**src/otgfc_consts.svh**
```systemverilog
// Constants for the OTG function control register block.
// Assumes byte addresses on a 32-bit APB with one register per word.
`ifndef OTGFC_CONSTS_SVH
`define OTGFC_CONSTS_SVH
`define OTGFC_IDX_WRITE 8'h0a
`define OTGFC_IDX_SET 8'h0b
`define OTGFC_IDX_CLEAR 8'h0c
`define OTGFC_RESET_VALUE 8'h06
`define OTGFC_BIT_EXT_SEL 7
`define OTGFC_BIT_EXT_SUPPLY 6
`define OTGFC_BIT_INT_DRIVE 5
`define OTGFC_BIT_CHARGE 4
`define OTGFC_BIT_DISCHARGE 3
`define OTGFC_BIT_MINUS_PD 2
`define OTGFC_BIT_PLUS_PD 1
`endif

```
**src/otgfc_pkg.sv**
```systemverilog
// Types for the OTG function control register block.
// Assumes nothing of its surroundings.
package otgfc_pkg;
  typedef enum logic [2:0] {
    OTGFC_OP_WRITE = 3'b001,
    OTGFC_OP_SET = 3'b010,
    OTGFC_OP_CLEAR = 3'b100
  } otgfc_op_e;
  typedef logic [7:0] otgfc_byte_t;
endpackage

```
**src/otgfc_top.sv**
```systemverilog
// OTG function control register with pin outputs, reached over APB.
// Assumes one 20 MHz clock and inputs synchronous to it.
// Operation
// (RQ1) Reads at write, set and clear addresses all return the register.
// (RQ2) Set address ORs written ones in; clear address removes them.
// (RQ3) Bit 7 picks internal comparator (0) or fault pin (1); resets 0.
// (RQ4) Bit 6 high drives the active-low supply switch low; resets 0.
// (RQ5) Bit 5 requests internal bus drive; optional when bit 6 set.
// (RQ6) Bit 4 charges the bus; link checks discharge and 2 ms SE0 first.
// (RQ7) Link clears discharge bit 3 after session end rises.
// (RQ8) Bit 2 connects the minus line pull-down; resets 1.
// (RQ9) Bit 1 connects the plus line pull-down; resets 1.
// (RQ10) Link writes 0 to reserved bit 0; resets 0.
//
// Design decision made here: register access over APB.
`timescale 1ns/1ps
`default_nettype none
`include "otgfc_consts.svh"
module otgfc_top
  import otgfc_pkg::*;
(
  // APB.
  input wire logic pclk,
  input wire logic presetn,
  input wire logic psel,
  input wire logic penable,
  input wire logic pwrite,
  input wire logic [7:0] paddr,
  input wire logic [31:0] pwdata,
  output logic [31:0] prdata,
  output logic pready,
  output logic pslverr,
  // Analog side.
  input wire logic internal_valid,
  input wire logic fault_in,
  input wire logic session_end_flag,
  output logic bus_valid,
  output logic supply_switch_n,
  output logic supply_switch_oe_n,
  output logic internal_supply_drive,
  output logic bus_charge,
  output logic bus_discharge,
  output logic minus_line_pulldown,
  output logic plus_line_pulldown
);
  typedef struct packed {
    logic [7:0] ctrl;
    logic [31:0] rdata;
    logic ready;
    logic err;
    logic valid;
    logic sw_n;
    logic sw_oe_n;
  } otgfc_state_s;

  otgfc_state_s st;
  otgfc_state_s next_st;
  otgfc_op_e op;
  logic [7:0] upd;
  logic acc;
  logic hit;

  function automatic logic [2:0] decode(input logic [7:0] a);
    unique case (a)
      `OTGFC_IDX_WRITE << 2: decode = 3'h1;
      `OTGFC_IDX_SET << 2: decode = 3'h2;
      `OTGFC_IDX_CLEAR << 2: decode = 3'h4;
      default: decode = 3'h0;
    endcase
  endfunction

  assign hit = (decode(paddr) != 3'h0);
  assign op = otgfc_op_e'(decode(paddr));
  assign acc = psel && penable && !st.ready;

  otgfc_update u_update (
    .op(op),
    .cur(st.ctrl),
    .data(pwdata[7:0]),
    .result(upd)
  );

  always_comb begin
    logic [7:0] c;
    c = st.ctrl;
    next_st = st;
    next_st.ready = acc;
    next_st.err = 1'b0;
    next_st.rdata = 32'h0000_0000;
    if (acc) begin
      next_st.err = !hit;
      if (pwrite && hit) begin
        c = upd; // RQ1 RQ2
      end else if (!pwrite && hit) begin
        next_st.rdata = {24'h00_0000, st.ctrl}; // RQ1
      end
    end
    next_st.ctrl = c;
    next_st.valid = st.ctrl[`OTGFC_BIT_EXT_SEL] ? fault_in
                                                : internal_valid; // RQ3
    next_st.sw_n = !c[`OTGFC_BIT_EXT_SUPPLY]; // RQ4
    next_st.sw_oe_n = !c[`OTGFC_BIT_EXT_SUPPLY]; // RQ4
  end

  always_ff @(posedge pclk or negedge presetn) begin
    if (!presetn) begin
      st.ctrl <= `OTGFC_RESET_VALUE; // RQ3 RQ4 RQ5 RQ8 RQ9 RQ10
      st.rdata <= 32'h0000_0000;
      st.ready <= 1'b0;
      st.err <= 1'b0;
      st.valid <= 1'b0;
      st.sw_n <= 1'b1;
      st.sw_oe_n <= 1'b1;
    end else begin
      st <= next_st;
    end
  end

  assign prdata = st.rdata;
  assign pready = st.ready;
  assign pslverr = st.err;
  assign bus_valid = st.valid;
  assign supply_switch_n = st.sw_n;
  assign supply_switch_oe_n = st.sw_oe_n;
  assign internal_supply_drive = st.ctrl[`OTGFC_BIT_INT_DRIVE]; // RQ5
  assign bus_charge = st.ctrl[`OTGFC_BIT_CHARGE]; // RQ6
  assign bus_discharge = st.ctrl[`OTGFC_BIT_DISCHARGE]; // RQ7
  assign minus_line_pulldown = st.ctrl[`OTGFC_BIT_MINUS_PD]; // RQ8
  assign plus_line_pulldown = st.ctrl[`OTGFC_BIT_PLUS_PD]; // RQ9

  property p_set_write;
    @(posedge pclk) disable iff (!presetn)
      (acc && pwrite && paddr == 8'h2c) |=> (st.ctrl == ($past(st.ctrl)
        | $past(pwdata[7:0])));
  endproperty
  a_set_write: assert property (p_set_write) // RQ2
    else $error("set write wrong");

  property p_clear_write;
    @(posedge pclk) disable iff (!presetn)
      (acc && pwrite && paddr == 8'h30) |=> (st.ctrl == ($past(st.ctrl)
        & ~$past(pwdata[7:0])));
  endproperty
  a_clear_write: assert property (p_clear_write) // RQ2
    else $error("clear write wrong");

  property p_read_all;
    @(posedge pclk) disable iff (!presetn)
      (acc && !pwrite && hit) |=> (prdata[7:0] == $past(st.ctrl)
        && pready);
  endproperty
  a_read_all: assert property (p_read_all) // RQ1
    else $error("read data wrong");

  property p_full_write;
    @(posedge pclk) disable iff (!presetn)
      (acc && pwrite && paddr == 8'h28) |=> st.ctrl == $past(pwdata[7:0]);
  endproperty
  a_full_write: assert property (p_full_write) // RQ1
    else $error("full write wrong");

  property p_source;
    @(posedge pclk) disable iff (!presetn)
      presetn |=> bus_valid == ($past(st.ctrl[7]) ? $past(fault_in)
                                          : $past(internal_valid));
  endproperty
  a_source: assert property (p_source) // RQ3
    else $error("valid source wrong");

  property p_switch;
    @(posedge pclk) disable iff (!presetn)
      supply_switch_n == !st.ctrl[6] && supply_switch_oe_n == !st.ctrl[6];
  endproperty
  a_switch: assert property (p_switch) // RQ4
    else $error("switch drive wrong");

  property p_pins;
    @(posedge pclk) disable iff (!presetn)
      {internal_supply_drive, bus_charge, bus_discharge,
       minus_line_pulldown, plus_line_pulldown} == st.ctrl[5:1];
  endproperty
  a_pins: assert property (p_pins) // RQ5
    else $error("pin outputs wrong");

  property p_stable;
    @(posedge pclk) disable iff (!presetn)
      !(acc && pwrite && hit) |=> $stable(st.ctrl);
  endproperty
  a_stable: assert property (p_stable) // RQ8
    else $error("register changed without write");

  property p_pulls_reset;
    @(posedge pclk) $rose(presetn) |-> minus_line_pulldown
      && plus_line_pulldown;
  endproperty
  a_pulls_reset: assert property (p_pulls_reset) // RQ9
    else $error("pull-downs not on after reset");

  property p_answer;
    @(posedge pclk) disable iff (!presetn)
      acc |=> pready;
  endproperty
  a_answer: assert property (p_answer) // RQ1
    else $error("access not answered after one wait state");

  property p_ready_pulse;
    @(posedge pclk) disable iff (!presetn)
      pready |=> !pready;
  endproperty
  a_ready_pulse: assert property (p_ready_pulse) // RQ1
    else $error("ready stood longer than one cycle");

  property p_no_stray_ready;
    @(posedge pclk) disable iff (!presetn)
      !acc |=> !pready && !pslverr;
  endproperty
  a_no_stray_ready: assert property (p_no_stray_ready) // RQ1
    else $error("answer without an access");

  property p_refuse;
    @(posedge pclk) disable iff (!presetn)
      (acc && !hit) |=> pslverr && prdata == 32'h0000_0000
        && $stable(st.ctrl);
  endproperty
  a_refuse: assert property (p_refuse) // RQ1
    else $error("unmapped access not refused");

  property p_mapped_ok;
    @(posedge pclk) disable iff (!presetn)
      (acc && hit) |=> !pslverr;
  endproperty
  a_mapped_ok: assert property (p_mapped_ok) // RQ1
    else $error("mapped access flagged as error");

  property p_write_answer;
    @(posedge pclk) disable iff (!presetn)
      (acc && pwrite) |=> prdata == 32'h0000_0000;
  endproperty
  a_write_answer: assert property (p_write_answer) // RQ1
    else $error("write answer carries data");

  property p_read_upper;
    @(posedge pclk) disable iff (!presetn)
      pready |-> prdata[31:8] == 24'h00_0000;
  endproperty
  a_read_upper: assert property (p_read_upper) // RQ1
    else $error("upper read bits not zero");

  property p_read_keeps;
    @(posedge pclk) disable iff (!presetn)
      (acc && !pwrite) |=> $stable(st.ctrl);
  endproperty
  a_read_keeps: assert property (p_read_keeps) // RQ1
    else $error("read changed the register");

  property p_set_charge;
    @(posedge pclk) disable iff (!presetn)
      (acc && pwrite && paddr == (`OTGFC_IDX_SET << 2)
        && pwdata[`OTGFC_BIT_CHARGE]) |=> bus_charge;
  endproperty
  a_set_charge: assert property (p_set_charge) // RQ6
    else $error("charge not started by set");

  property p_set_drive;
    @(posedge pclk) disable iff (!presetn)
      (acc && pwrite && paddr == (`OTGFC_IDX_SET << 2)
        && pwdata[`OTGFC_BIT_INT_DRIVE]) |=> internal_supply_drive;
  endproperty
  a_set_drive: assert property (p_set_drive) // RQ5
    else $error("internal drive not requested by set");

  property p_set_plus;
    @(posedge pclk) disable iff (!presetn)
      (acc && pwrite && paddr == (`OTGFC_IDX_SET << 2)
        && pwdata[`OTGFC_BIT_PLUS_PD]) |=> plus_line_pulldown;
  endproperty
  a_set_plus: assert property (p_set_plus) // RQ9
    else $error("plus pull-down not connected by set");

  property p_clear_discharge;
    @(posedge pclk) disable iff (!presetn)
      (acc && pwrite && paddr == (`OTGFC_IDX_CLEAR << 2)
        && pwdata[`OTGFC_BIT_DISCHARGE]) |=> !bus_discharge;
  endproperty
  a_clear_discharge: assert property (p_clear_discharge) // RQ2
    else $error("discharge not stopped by clear");

  property p_clear_minus;
    @(posedge pclk) disable iff (!presetn)
      (acc && pwrite && paddr == (`OTGFC_IDX_CLEAR << 2)
        && pwdata[`OTGFC_BIT_MINUS_PD]) |=> !minus_line_pulldown;
  endproperty
  a_clear_minus: assert property (p_clear_minus) // RQ8
    else $error("minus pull-down not removed by clear");

  property p_reset_value;
    @(posedge pclk) $rose(presetn) |-> st.ctrl == `OTGFC_RESET_VALUE
      && supply_switch_n && supply_switch_oe_n && !pready;
  endproperty
  a_reset_value: assert property (p_reset_value) // RQ4
    else $error("register or switch wrong after reset");

  c_set: cover property (@(posedge pclk) acc && pwrite && paddr == 8'h2c);
  c_clear: cover property (@(posedge pclk) acc && pwrite && paddr == 8'h30);
  c_read: cover property (@(posedge pclk) acc && !pwrite && hit);
  c_err: cover property (@(posedge pclk) acc && !hit);
  c_session_end: cover property (@(posedge pclk)
    bus_discharge && session_end_flag);
endmodule // otgfc_top
`default_nettype wire

```
**src/otgfc_update.sv**
```systemverilog
// Computes the next control byte for a write, set or clear access.
// Assumes the caller qualifies the access with a completed APB write.
`timescale 1ns/1ps
`default_nettype none
module otgfc_update
  import otgfc_pkg::*;
(
  // Operands.
  input wire otgfc_op_e op,
  input wire logic [7:0] cur,
  input wire logic [7:0] data,
  // Result.
  output logic [7:0] result
);
  always_comb begin
    unique case (op)
      OTGFC_OP_WRITE: result = data;
      OTGFC_OP_SET: result = cur | data; // RQ2
      OTGFC_OP_CLEAR: result = cur & ~data; // RQ2
      default: result = cur;
    endcase
  end
endmodule // otgfc_update
`default_nettype wire

```
**config.mk**
```make
export PLATFORM = sky130hd
export DESIGN_NAME = otgfc_top
export DESIGN_NICKNAME = d
export VERILOG_FILES = /design/src/otgfc_pkg.sv /design/src/otgfc_top.sv /design/src/otgfc_update.sv
export VERILOG_INCLUDE_DIRS = /design/src
export SDC_FILE = /design/constraint.sdc
export NUM_CORES = 1
export LEC_CHECK = 0
export ABC_AREA = 1
export CAP_MARGIN = 20
export CORE_MARGIN = 1.5
export CORE_UTILIZATION = 25
export CTS_BUF_LIST = sky130_fd_sc_hd__clkbuf_8
export DETAILED_ROUTE_END_ITERATION = 10
export DONT_BUFFER_PORTS = 1
export SLEW_MARGIN = 20
export SYNTH_ARGS = -nofsm -noshare
export SYNTH_HDL_FRONTEND = slang
export SYNTH_SLANG_ARGS = --single-unit
```
**constraint.sdc**
```tcl
create_clock -name pclk -period 1.1 [get_ports pclk]
set_input_delay 0.275 -clock pclk [delete_from_list [all_inputs] [get_ports pclk]]
set_output_delay 0.275 -clock pclk [all_outputs]
set_load 0.05 [all_outputs]
```
* After elaboration in Yosys (flattened, before gate mapping) *
Index checks and enable logic that the tools add are counted.
Widths: inputs -> output; s select.

cells by class
  bitwise gates (word level) = 3
  multiplexer cells = 9
  reductions and logical operators = 11
  equal/unequal tests = 6

operator list
  operator            number
  $eq 8x6->1 const B  3
  $mux 8              3
  $pmux 8 s3          1
  $mux 7              2
  $pmux 3 s3          1
  $and 8x8->8         1
  $not 8->8           1
  $or 8x8->8          1
  $reduce_bool 3->1   2
  $logic_and 1x1->1   4
  $logic_not 1->1     4
  $eq 3x1->1 const B  1
  $eq 3x2->1 const B  1
  $eq 3x3->1 const B  1
  $reduce_and 3->1    1
  $mux 1              2

storage, ports and cells
  input bits = 48
  register bits after elaboration = 44

* Logic depth before layout (Yosys ltp) *
Gate-level depths: netlist of run 1.

  word-level depth = 7
  depth in mapped cells = 9
  gate-level depth less buffers = 8

* Cells and area by module *
Synthesis of run 1 repeated with hierarchy kept, for this count alone.

second synthesis, totals
  cells, all modules = 236
  area total of the unflattened synthesis = 1582.8 um2

by module, submodules not included
  module        area an instance (um2)  times used  seq. area each (um2)  cells each
  otgfc_top     1124.8                  1           504.2                 136
  otgfc_update  457.9                   1           0.0                   100

* Worst setup path after synthesis of run 1 *
Ideal clock, no wire load.

  path kind = register -> register
  start = register st, in the netlist pready
  end = register st, in the netlist supply_switch_oe_n
  data arrival time = 1.264 ns
  cell stages (with the launch flop) = 6
  path slack = -0.241 ns
  data required time = 1.023 ns
  setup time = 0.077 ns
  path through = dfrtp_1 -> nor2_1 -> buf_2 -> nand3_2 -> nand2_1 -> o21ai_2

RTL lines
  item                    line              RTL
  start, declared         otgfc_top.sv:56   otgfc_state_s st;
  start signal, assigned  otgfc_top.sv:115  st <= next_st;

* Worst setup path after layout of run 1 *
  start = register st, in the netlist supply_switch_oe_n
  end = output port supply_switch_oe_n

RTL lines
  item           line             RTL
  end, declared  otgfc_top.sv:39  output logic supply_switch_oe_n,

No word-level cell between the ends.

==> results.cfg, run 1 <==
[sta]
fin_ws_ns = -0.158
fmax_ghz = 0.795
final-setup-viol-count = 11
finalCritPeriodShare = 1.14
finalMaxSlewViolations = 0
whs_ns = -0.302
final_hold_viol_count = 20
fin_worst_skew_ns = 0.00363
fin_crit_ns = 1.26
rsz0062_at_grt = yes

[global_routing]
antenna_found_initial = 0
grt-ovfl-total = 0
grt_max_degree = 22
grt_pass1_vias = 1076
grt_use_total = 0.111
grt_pass1_wl_mm = 5.20

[floorplanning]
die_h_microns = 77.7
initial_core_util = 0.256
dieArea_sq_mm = 0.00604
die_w_microns = 77.7
rows = 27
core_area_sq_mm = 0.00544
pin_count = 90

[setup_path]
critPathCaptureType = primary output
cpPeakStageDelay_ns = 0.55
path_max_fanout = 2
path_class = flip-flop to primary output
cp_slowest_cell = dfstp_2
arrival_ns = 0.98
critPathLaunchType = flip-flop
critical_path_buf_inv_count = 1
worstPathCellList = buf_12
crit_family = flip-flops
crit_required_ns = 0.82

[worst_hold_path]
hold_path_class = primary input to async pin

[synth]
synthTopCellsByArea = dfrtp_1 30%, buf_4 18%, nand3_1 11%
synth_cell_types = 18
yosys.area.top_type = dfrtp_1
syn_inst = 183
yosysTopAreaCellShare = 0.305
ys_seq_area_frac = 0.361
synth_area_sq_mm = 0.00140
avgSynthCellArea_sq_um = 7.62
yosysWarnings = 0
yosys_register_bits = 20

[pwr]
switching_share = 0.315
combPwrFrac = 0.206
p_int_w = 0.00114
p_switching_w = 0.000523
leakagePower_nw = 0.890
max-vdd-ir-drop_uv = 374
p_seq_frac = 0.450
p_per_area_mw_per_mm2 = 891
p_clk_frac = 0.344

[final_layout]
synthToLayoutAreaGrowth_pct = 33.5
seq_area_sq_um = 509
nFillCells = 572
final_nets = 257
utilization = 0.342
multi_input_area_sq_um = 756
largest_reg_flops = 8
stdcell_count = 280
drive_gt1_frac = 0.438
n_antenna_cell = 0
design_area_sq_mm = 0.00186

[place]
dp_hpwl_mm = 2.28
pre_cts_ws_ns = -0.137
place_congestion = 0.756
postPlaceCellArea_sq_mm = 0.00157
dp.cells = 270
io_buffers = 0

[clock_network]
cts_tree = yes
root_buffer = clkbuf_8
clockBufferDepth = 2
path_clk_slew_ns = 0.08
clkLatencyLatePin_ns = 0.26
cts.sinks = 20
h-tree-depth = 1
cts_buffers = 3

[routing]
routedWlPerCell_microns = 11.1
wirelength_mm = 3.11
firstDrtPassIters = 4
drtIter0Drc = 99
drt-vias-per-instance = 4.19
ant_nets = 0
drc_errors = 0
num_vias = 1174

[flow_run]
drv_cap = 0

[run_status]
outcome = finished, violations left
violations = hold timing, setup timing
[cell usage after synthesis (all sizes together)]
cell type   n
conb        1
or2         8
inv        15
nand2      32
dfrtp      17
nand3      35
nor3        9
nand4       8
nor2       15
clkbuf      1
buf        38
o21ai       1
dfstp       3
[power groups by stage]
stage          sequential [W]  combinational (W)  clock, W
2_1_floorplan        0.000781           0.000330         0
5_1_grt              0.000747           0.000359  0.000620
6_report             0.000746           0.000342  0.000571
3_5_place_dp         0.000760           0.000310         0
3_3_place_gp         0.000759           0.000307         0
4_1_cts              0.000746           0.000322  0.000591
[worst paths after layout]
path,slack [ns],start,cells past startpoint,end
max,-0.16,supply_switch_oe_n,1,supply_switch_oe_n
min,-0.30,presetn,0,async pin
min reg2reg,0.52,st[37],2,st[37]
min in group pclk,0.07,pwrite,1,prdata[6]
max reg2reg,-0.01,minus_line_pulldown,6,minus_line_pulldown
max in group asynchronous,1.23,presetn,0,plus_line_pulldown
[routing by layer]
metal	up-vias	routed length, microns	part of all wire	GRT usage
li1	584	-	-	-
met2	45	1530	0.49	0.187
met1	540	1210	0.39	0.124
met5	-	0	0	0
met3	5	311	0.10	0.0412
met4	0	62	0.020	0.0491
[timing repair]
item                       in CTS  in global routing
pin swaps                       3                 10
setup endpoints to repair      15                 35
hold endpoints to repair       20                 20
setup buffers                   4                  2
gates resized for setup        15                 31
[cells by family after synthesis]
family | count (synthesis) | synth area share
simple gates | 107 | 0.387
buf+inv | 54 | 0.243
flops | 20 | 0.361
compound gates | 1 | 0.00628
other cells | 1 | 0.00269
[cell usage in the layout, fill, tap and decap left out]
cell and n:
buf_12 2, buf_4 14, buf_6 18, buf_8 3, clkbuf_8 4, conb_1 24
dfrtp_1 13, dfrtp_2 4, dfstp_2 3, inv_1 10, inv_2 4, inv_4 1
nand2_1 23, nand2_2 8, nand2_4 1, nand3_1 29, nand3_2 4, nand3_4 2
nand4_1 8, nor2_1 9, nor2_2 2, nor2_4 4, nor3_1 1, nor3_2 8
o21ai_2 1, or2_2 3, or2_4 5
[final cells by class]
| type | instances | area share |
|---|---|---|
| clock buffers | 4 | 0.0296 |
| well taps | 72 | 0.0484 |
| flip-flops and latches | 20 | 0.274 |
| inverters | 15 | 0.0316 |
| repair buffers | 37 | 0.211 |
| multi-input cells | 132 | 0.406 |
[metrics by stage]
stage / hold slack (ns) / power, W / TNS (ns)
floorplan: -0.0206 / 0.00111 / -0.346
global placement: -0.0201 / 0.00107 / -1.14
detailed placement: -0.0202 / 0.00107 / -1.54
CTS: -0.309 / 0.00166 / -0.827
global route: -0.317 / 0.00173 / -1.43
finish: -0.302 / 0.00166 / -0.735
(Power assumes the default switching activity.)
==> run 2, diff against run 1 <==
--- a/config.mk
+++ b/config.mk
@@ -6,7 +6,6 @@
 export SDC_FILE = /design/constraint.sdc
 export NUM_CORES = 1
 export LEC_CHECK = 0
-export ABC_AREA = 1
 export CAP_MARGIN = 20
 export CORE_MARGIN = 1.5
 export CORE_UTILIZATION = 25
==> results.cfg, run 2 <==
[global_routing]
grt_use_total = 0.104
antenna_found_initial = 0
grt_pass1_wl_mm = 4.19
grt_pass1_vias = 844
grt-ovfl-total = 0
grt_max_degree = 21

[synth]
synth_ff_type = dfrtp_1
synth_most_common_cell = buf_4
synth_cell_types = 23
yosysWarnings = 0
synth_area_sq_mm = 0.00124
async_flop_share = 1.00
yosys.area.top_type = dfrtp_1
synth_edf_count = 0
avgSynthCellArea_sq_um = 9.92
yosys_register_bits = 20
syn_inst = 125
synth_common_cells = 33 x buf_4, 17 x dfrtp_1, 9 x inv_1, 9 x nor2b_1, 9 x o211ai_1
ys_seq_area_frac = 0.407
yosysTopAreaCellShare = 0.343
synthTopCellsByArea = dfrtp_1 34%, buf_4 20%, dfstp_2 6.4%

[setup_path]
critPathLaunch = pready
critPathLaunchType = flip-flop
crit_family = flip-flops
worstPathCellList = and4b_1, o2111a_1, buf_4, o211ai_1
path_max_fanout = 5
cp_slowest_cell = dfrtp_2
critPathCaptureType = flip-flop
reg2reg_from = pready
path_class = flip-flop to flip-flop
arrival_ns = 1.38
critical_path_buf_inv_count = 1
crit_required_ns = 1.23
cpPeakStageDelay_ns = 0.42

[place]
place_congestion = 0.745
postPlaceCellArea_sq_mm = 0.00136
pre_cts_ws_ns = -0.199
io_buffers = 0
dp_hpwl_mm = 2.03

[floorplanning]
initial_core_util = 0.261
dieArea_sq_mm = 0.00539
core_area_sq_mm = 0.00475
rows = 25
pin_count = 90
die_h_microns = 73.4
die_w_microns = 73.4

[sta]
fin_worst_skew_ns = 0.00123
finalMaxSlewViolations = 0
final-setup-viol-count = 22
finalCritPeriodShare = 1.14
whs_ns = -0.291
fin_ws_ns = -0.156
final_hold_viol_count = 20
rsz0062_at_grt = yes
setup-tns-final_ns = -2.81
fmax_ghz = 0.796
fin_crit_ns = 1.26

[clock_network]
h-tree-depth = 1
clockBufferDepth = 2
cts.sinks = 20
cts_buffers = 3
cts_tree = yes
root_buffer = clkbuf_8
clkLatencyLatePin_ns = 0.25
path_clk_slew_ns = 0.07

[pwr]
p_per_area_mw_per_mm2 = 1060
max-vdd-ir-drop_uv = 407
power.total_w = 0.00171
leakagePower_nw = 0.739

[final_layout]
utilization = 0.338
n_antenna_cell = 0
synthToLayoutAreaGrowth_pct = 29.7
layout_commonest_cell = conb_1
drive_gt1_frac = 0.377
final_nets = 195
design_area_sq_mm = 0.00161
largest_reg_flops = 8
mostFrequentLayoutCells = 24 x conb_1, 17 x buf_6, 16 x dfrtp_1

[routing]
drtIter0Drc = 49
routedWlPerCell_microns = 12.7
drc_errors = 0
drt-vias-per-instance = 4.28
num_vias = 911
ant_nets = 0
wirelength_mm = 2.72
firstDrtPassIters = 4

[run_status]
violations = hold timing, setup timing
outcome = finished, violations left

[flow_run]
drv_cap = 0

[worst_hold_path]
hold_path_class = primary input to async pin
[run 2: cell count changes in the layout (fill, tap and decap cells not counted), sizes merged, moves of 2 or more]
cell     before  now
nor2         15    0
nor2b         0    9
o2111ai       0    9
inv          15   10
buf          37   35
or2           8    0
o211ai        0    9
nand3        35    0
nand2        32    0
and3b         0    3
[run 2: worst paths after layout]
kind	slack, ns	endpoint	depth (start not counted)
min	-0.29	bus_discharge	0
max in group asynchronous	1.22	supply_switch_oe_n	0
min in group pclk	0.08	prdata[6]	1
min reg2reg	0.55	prdata[6]	2
max reg2reg	-0.16	bus_charge	4
max	-0.16	bus_charge	4
[run 2: final cells by class]
| type | instances | area (sq um) |
|---|---|---|
| Clock buffer | 3 | 41.3 |
| Clock inverter | 1 | 3.75 |
| Fill cell | 519 | 3150 |
| Inverter | 9 | 33.8 |
| Multi-Input combinational cell | 78 | 586 |
| Sequential cell | 20 | 505 |
| Tap cell | 67 | 83.8 |
| Timing Repair Buffer | 35 | 354 |
[run 2: metal layers]
layer	track usage	wire [microns]	vias to the layer above
met3	0.0329	268	2
met5	0	0	-
met2	0.157	1320	52
met1	0.137	1110	426
li1	-	-	431
met4	0.0432	17	0
[run 2: logic make-up (layout without fill, tap and decap cells)]
logic type,after synthesis,count (layout),share of synthesized area
AOI/OAI and AO/OA,20,20,0.140
buffers and inverters,50,48,0.255
DFF,20,20,0.407
muxes,1,1,0.00908
other,1,24,0.00302
and+or+nand+nor,33,33,0.186
[run 2: through the flow]
stage | cells | hold WS (ns)
2_1_floorplan | 148 | -0.0206
3_3_place_gp | 203 | -0.0198
3_5_place_dp | 203 | -0.0199
4_1_cts | 212 | -0.303
5_1_grt | 213 | -0.315
6_report | 213 | -0.291
[run 2: timing repair]
action	CTS	global route
buffers inserted	5	2
endpoints found under the hold margin	20	20
gates resized for setup	20	16
pin swaps	1	2
endpoints found under the setup margin	25	35
[run 2: report_power, final]
part           internal (W)  total, W  switching [W]
sequential         0.000765  0.000783      0.0000175
combinational      0.000113  0.000444       0.000331
clock              0.000248  0.000480       0.000232
total               0.00113   0.00171       0.000580
[run 2: worst register-to-register path: cells and delay by family (launching register included)]
kind            cells  cell delay (ns)
flops               1             0.42
compound gates      2             0.30
simple gates        1             0.26
buf+inv             1             0.15
==> run 3, diff against run 2 <==
--- a/config.mk
+++ b/config.mk
@@ -8,7 +8,7 @@
 export LEC_CHECK = 0
 export CAP_MARGIN = 20
 export CORE_MARGIN = 1.5
-export CORE_UTILIZATION = 25
+export CORE_UTILIZATION = 35
 export CTS_BUF_LIST = sky130_fd_sc_hd__clkbuf_8
 export DETAILED_ROUTE_END_ITERATION = 10
 export DONT_BUFFER_PORTS = 1
==> results.cfg, run 3 (same netlist as run 2, synthesis figures left out) <==
[sta]
final_hold_viol_count = 0
fin_crit_ns = 1.25
slew_headroom = 0.419
fin_worst_skew_ns = 0.00328
finalMaxSlewViolations = 0
finalCritPeriodShare = 1.13
rsz0062_at_grt = yes
whs_ns = 0.0712
worstMarginPinSlew_ns = 0.871
fmax_ghz = 0.802
final-setup-viol-count = 23
fin_ws_ns = -0.147

[setup_path]
crit_required_ns = 0.82
cpPeakStageDelay_ns = 0.55
path_class = flip-flop to primary output
arrival_ns = 0.97
cp_slowest_cell = dfstp_2
rrSetupSlack_ns = -0.14
reg2reg_to = st[37]
crit_family = flip-flops
critPathLaunchType = flip-flop
critical_path_buf_inv_count = 1
worstPathCellList = buf_12
reg2reg_from = pready
rr_worst_depth = 4
path_max_fanout = 2
critPathCaptureType = primary output

[worst_hold_path]
holdPathStages = 1
min_to = prdata[3]
min-delay-start = pwrite
hold_path_class = primary input to flip-flop

[place]
dp_hpwl_mm = 1.86
place_congestion = 0.757
io_buffers = 0
pre_cts_ws_ns = -0.200

[clock_network]
cts_buffers = 3
cts.sinks = 20
cts_tree = yes
root_buffer = clkbuf_8
h-tree-depth = 1
clockBufferDepth = 2
clkLatencyLatePin_ns = 0.26
path_clk_slew_ns = 0.07

[flow_run]
drv_cap = 0

[floorplanning]
dieArea_sq_mm = 0.00391
initial_core_util = 0.369
die_h_microns = 62.5
core_area_sq_mm = 0.00336
rows = 21
pin_count = 90
die_w_microns = 62.5

[pwr]
leakagePower_nw = 0.724
p_per_area_mw_per_mm2 = 1140
power.total_w = 0.00172
max-vdd-ir-drop_uv = 452

[global_routing]
grt_use_total = 0.133
grt_pass1_vias = 859
grt-ovfl-total = 0
grt_max_degree = 21
grt_pass1_wl_mm = 4.01
antenna_found_initial = 0

[final_layout]
n_antenna_cell = 0
multi_input_area_sq_um = 554
nFillCells = 358
synthToLayoutAreaGrowth_pct = 21.5
utilization = 0.448
seq_area_sq_um = 505
drive_gt1_frac = 0.338
mostFrequentLayoutCells = 24 x conb_1, 16 x dfrtp_1, 15 x buf_4
layout_commonest_cell = conb_1
final_nets = 191
largest_reg_flops = 8

[routing]
wirelength_mm = 2.68
drt-vias-per-instance = 4.83
num_vias = 908
drc_errors = 0
drtIter0Drc = 19
routedWlPerCell_microns = 14.2
ant_nets = 0
firstDrtPassIters = 4

[run_status]
outcome = finished, violations left
violations = setup timing
==> run 3: changes by cell type in the layout (fill, tap and decap cells not counted), sizes merged <==
cell          change
buf               -5
dlymetal6s4s      +1
==> run 3: timing repair <==
item | in CTS | in global routing
hold buffers | 1 | 0
pin swaps | 7 | 4
gates resized for setup | 15 | 11
buffers inserted | 5 | 1
endpoints found under the setup margin | 25 | 52
endpoints found under the hold margin | 20 | 0
==> run 3: power breakdown <==
group / switching, W / leakage (nW) / internal (W)
Clock: 0.000234 / 0.0269 / 0.000249
Combinational: 0.000341 / 0.464 / 0.000112
Sequential: 0.0000189 / 0.234 / 0.000765
==> run 3: layout make-up <==
| cell class | count | area share |
|---|---|---|
| clock buffer | 3 | 0.0274 |
| clock inverter | 1 | 0.00249 |
| inverter | 9 | 0.0224 |
| multi-input combinational | 78 | 0.368 |
| sequential | 20 | 0.336 |
| tap | 46 | 0.0382 |
| timing repair buffer | 31 | 0.206 |
==> run 3: how the worst max path moves through the flow <==
stage                             from  depth (start not counted)                 end
global route                    pready                          4  supply_switch_oe_n
global placement              paddr[0]                          4  supply_switch_oe_n
finish              supply_switch_oe_n                          1  supply_switch_oe_n
detailed placement            paddr[0]                          4  supply_switch_oe_n
floorplan                     paddr[0]                          4           flip-flop
CTS                             pready                          4  supply_switch_oe_n
==> run 3: metal layers <==
layer	track usage	vias to the layer above	share of wire
met5	0	-	0
met4	0.0583	0	0.018
met3	0.0360	4	0.067
met2	0.226	40	0.53
met1	0.157	442	0.38
li1	-	422	-
==> run 3: through the flow <==
step	cells	TNS, ns	instance area (sq um)
after floorplan	148	-3.17	1340
after global placement	177	-2.42	1290
after detailed placement	177	-2.66	1290
after CTS	187	-3.91	1450
after global routing	188	-3.52	1510
final	188	-2.40	1510
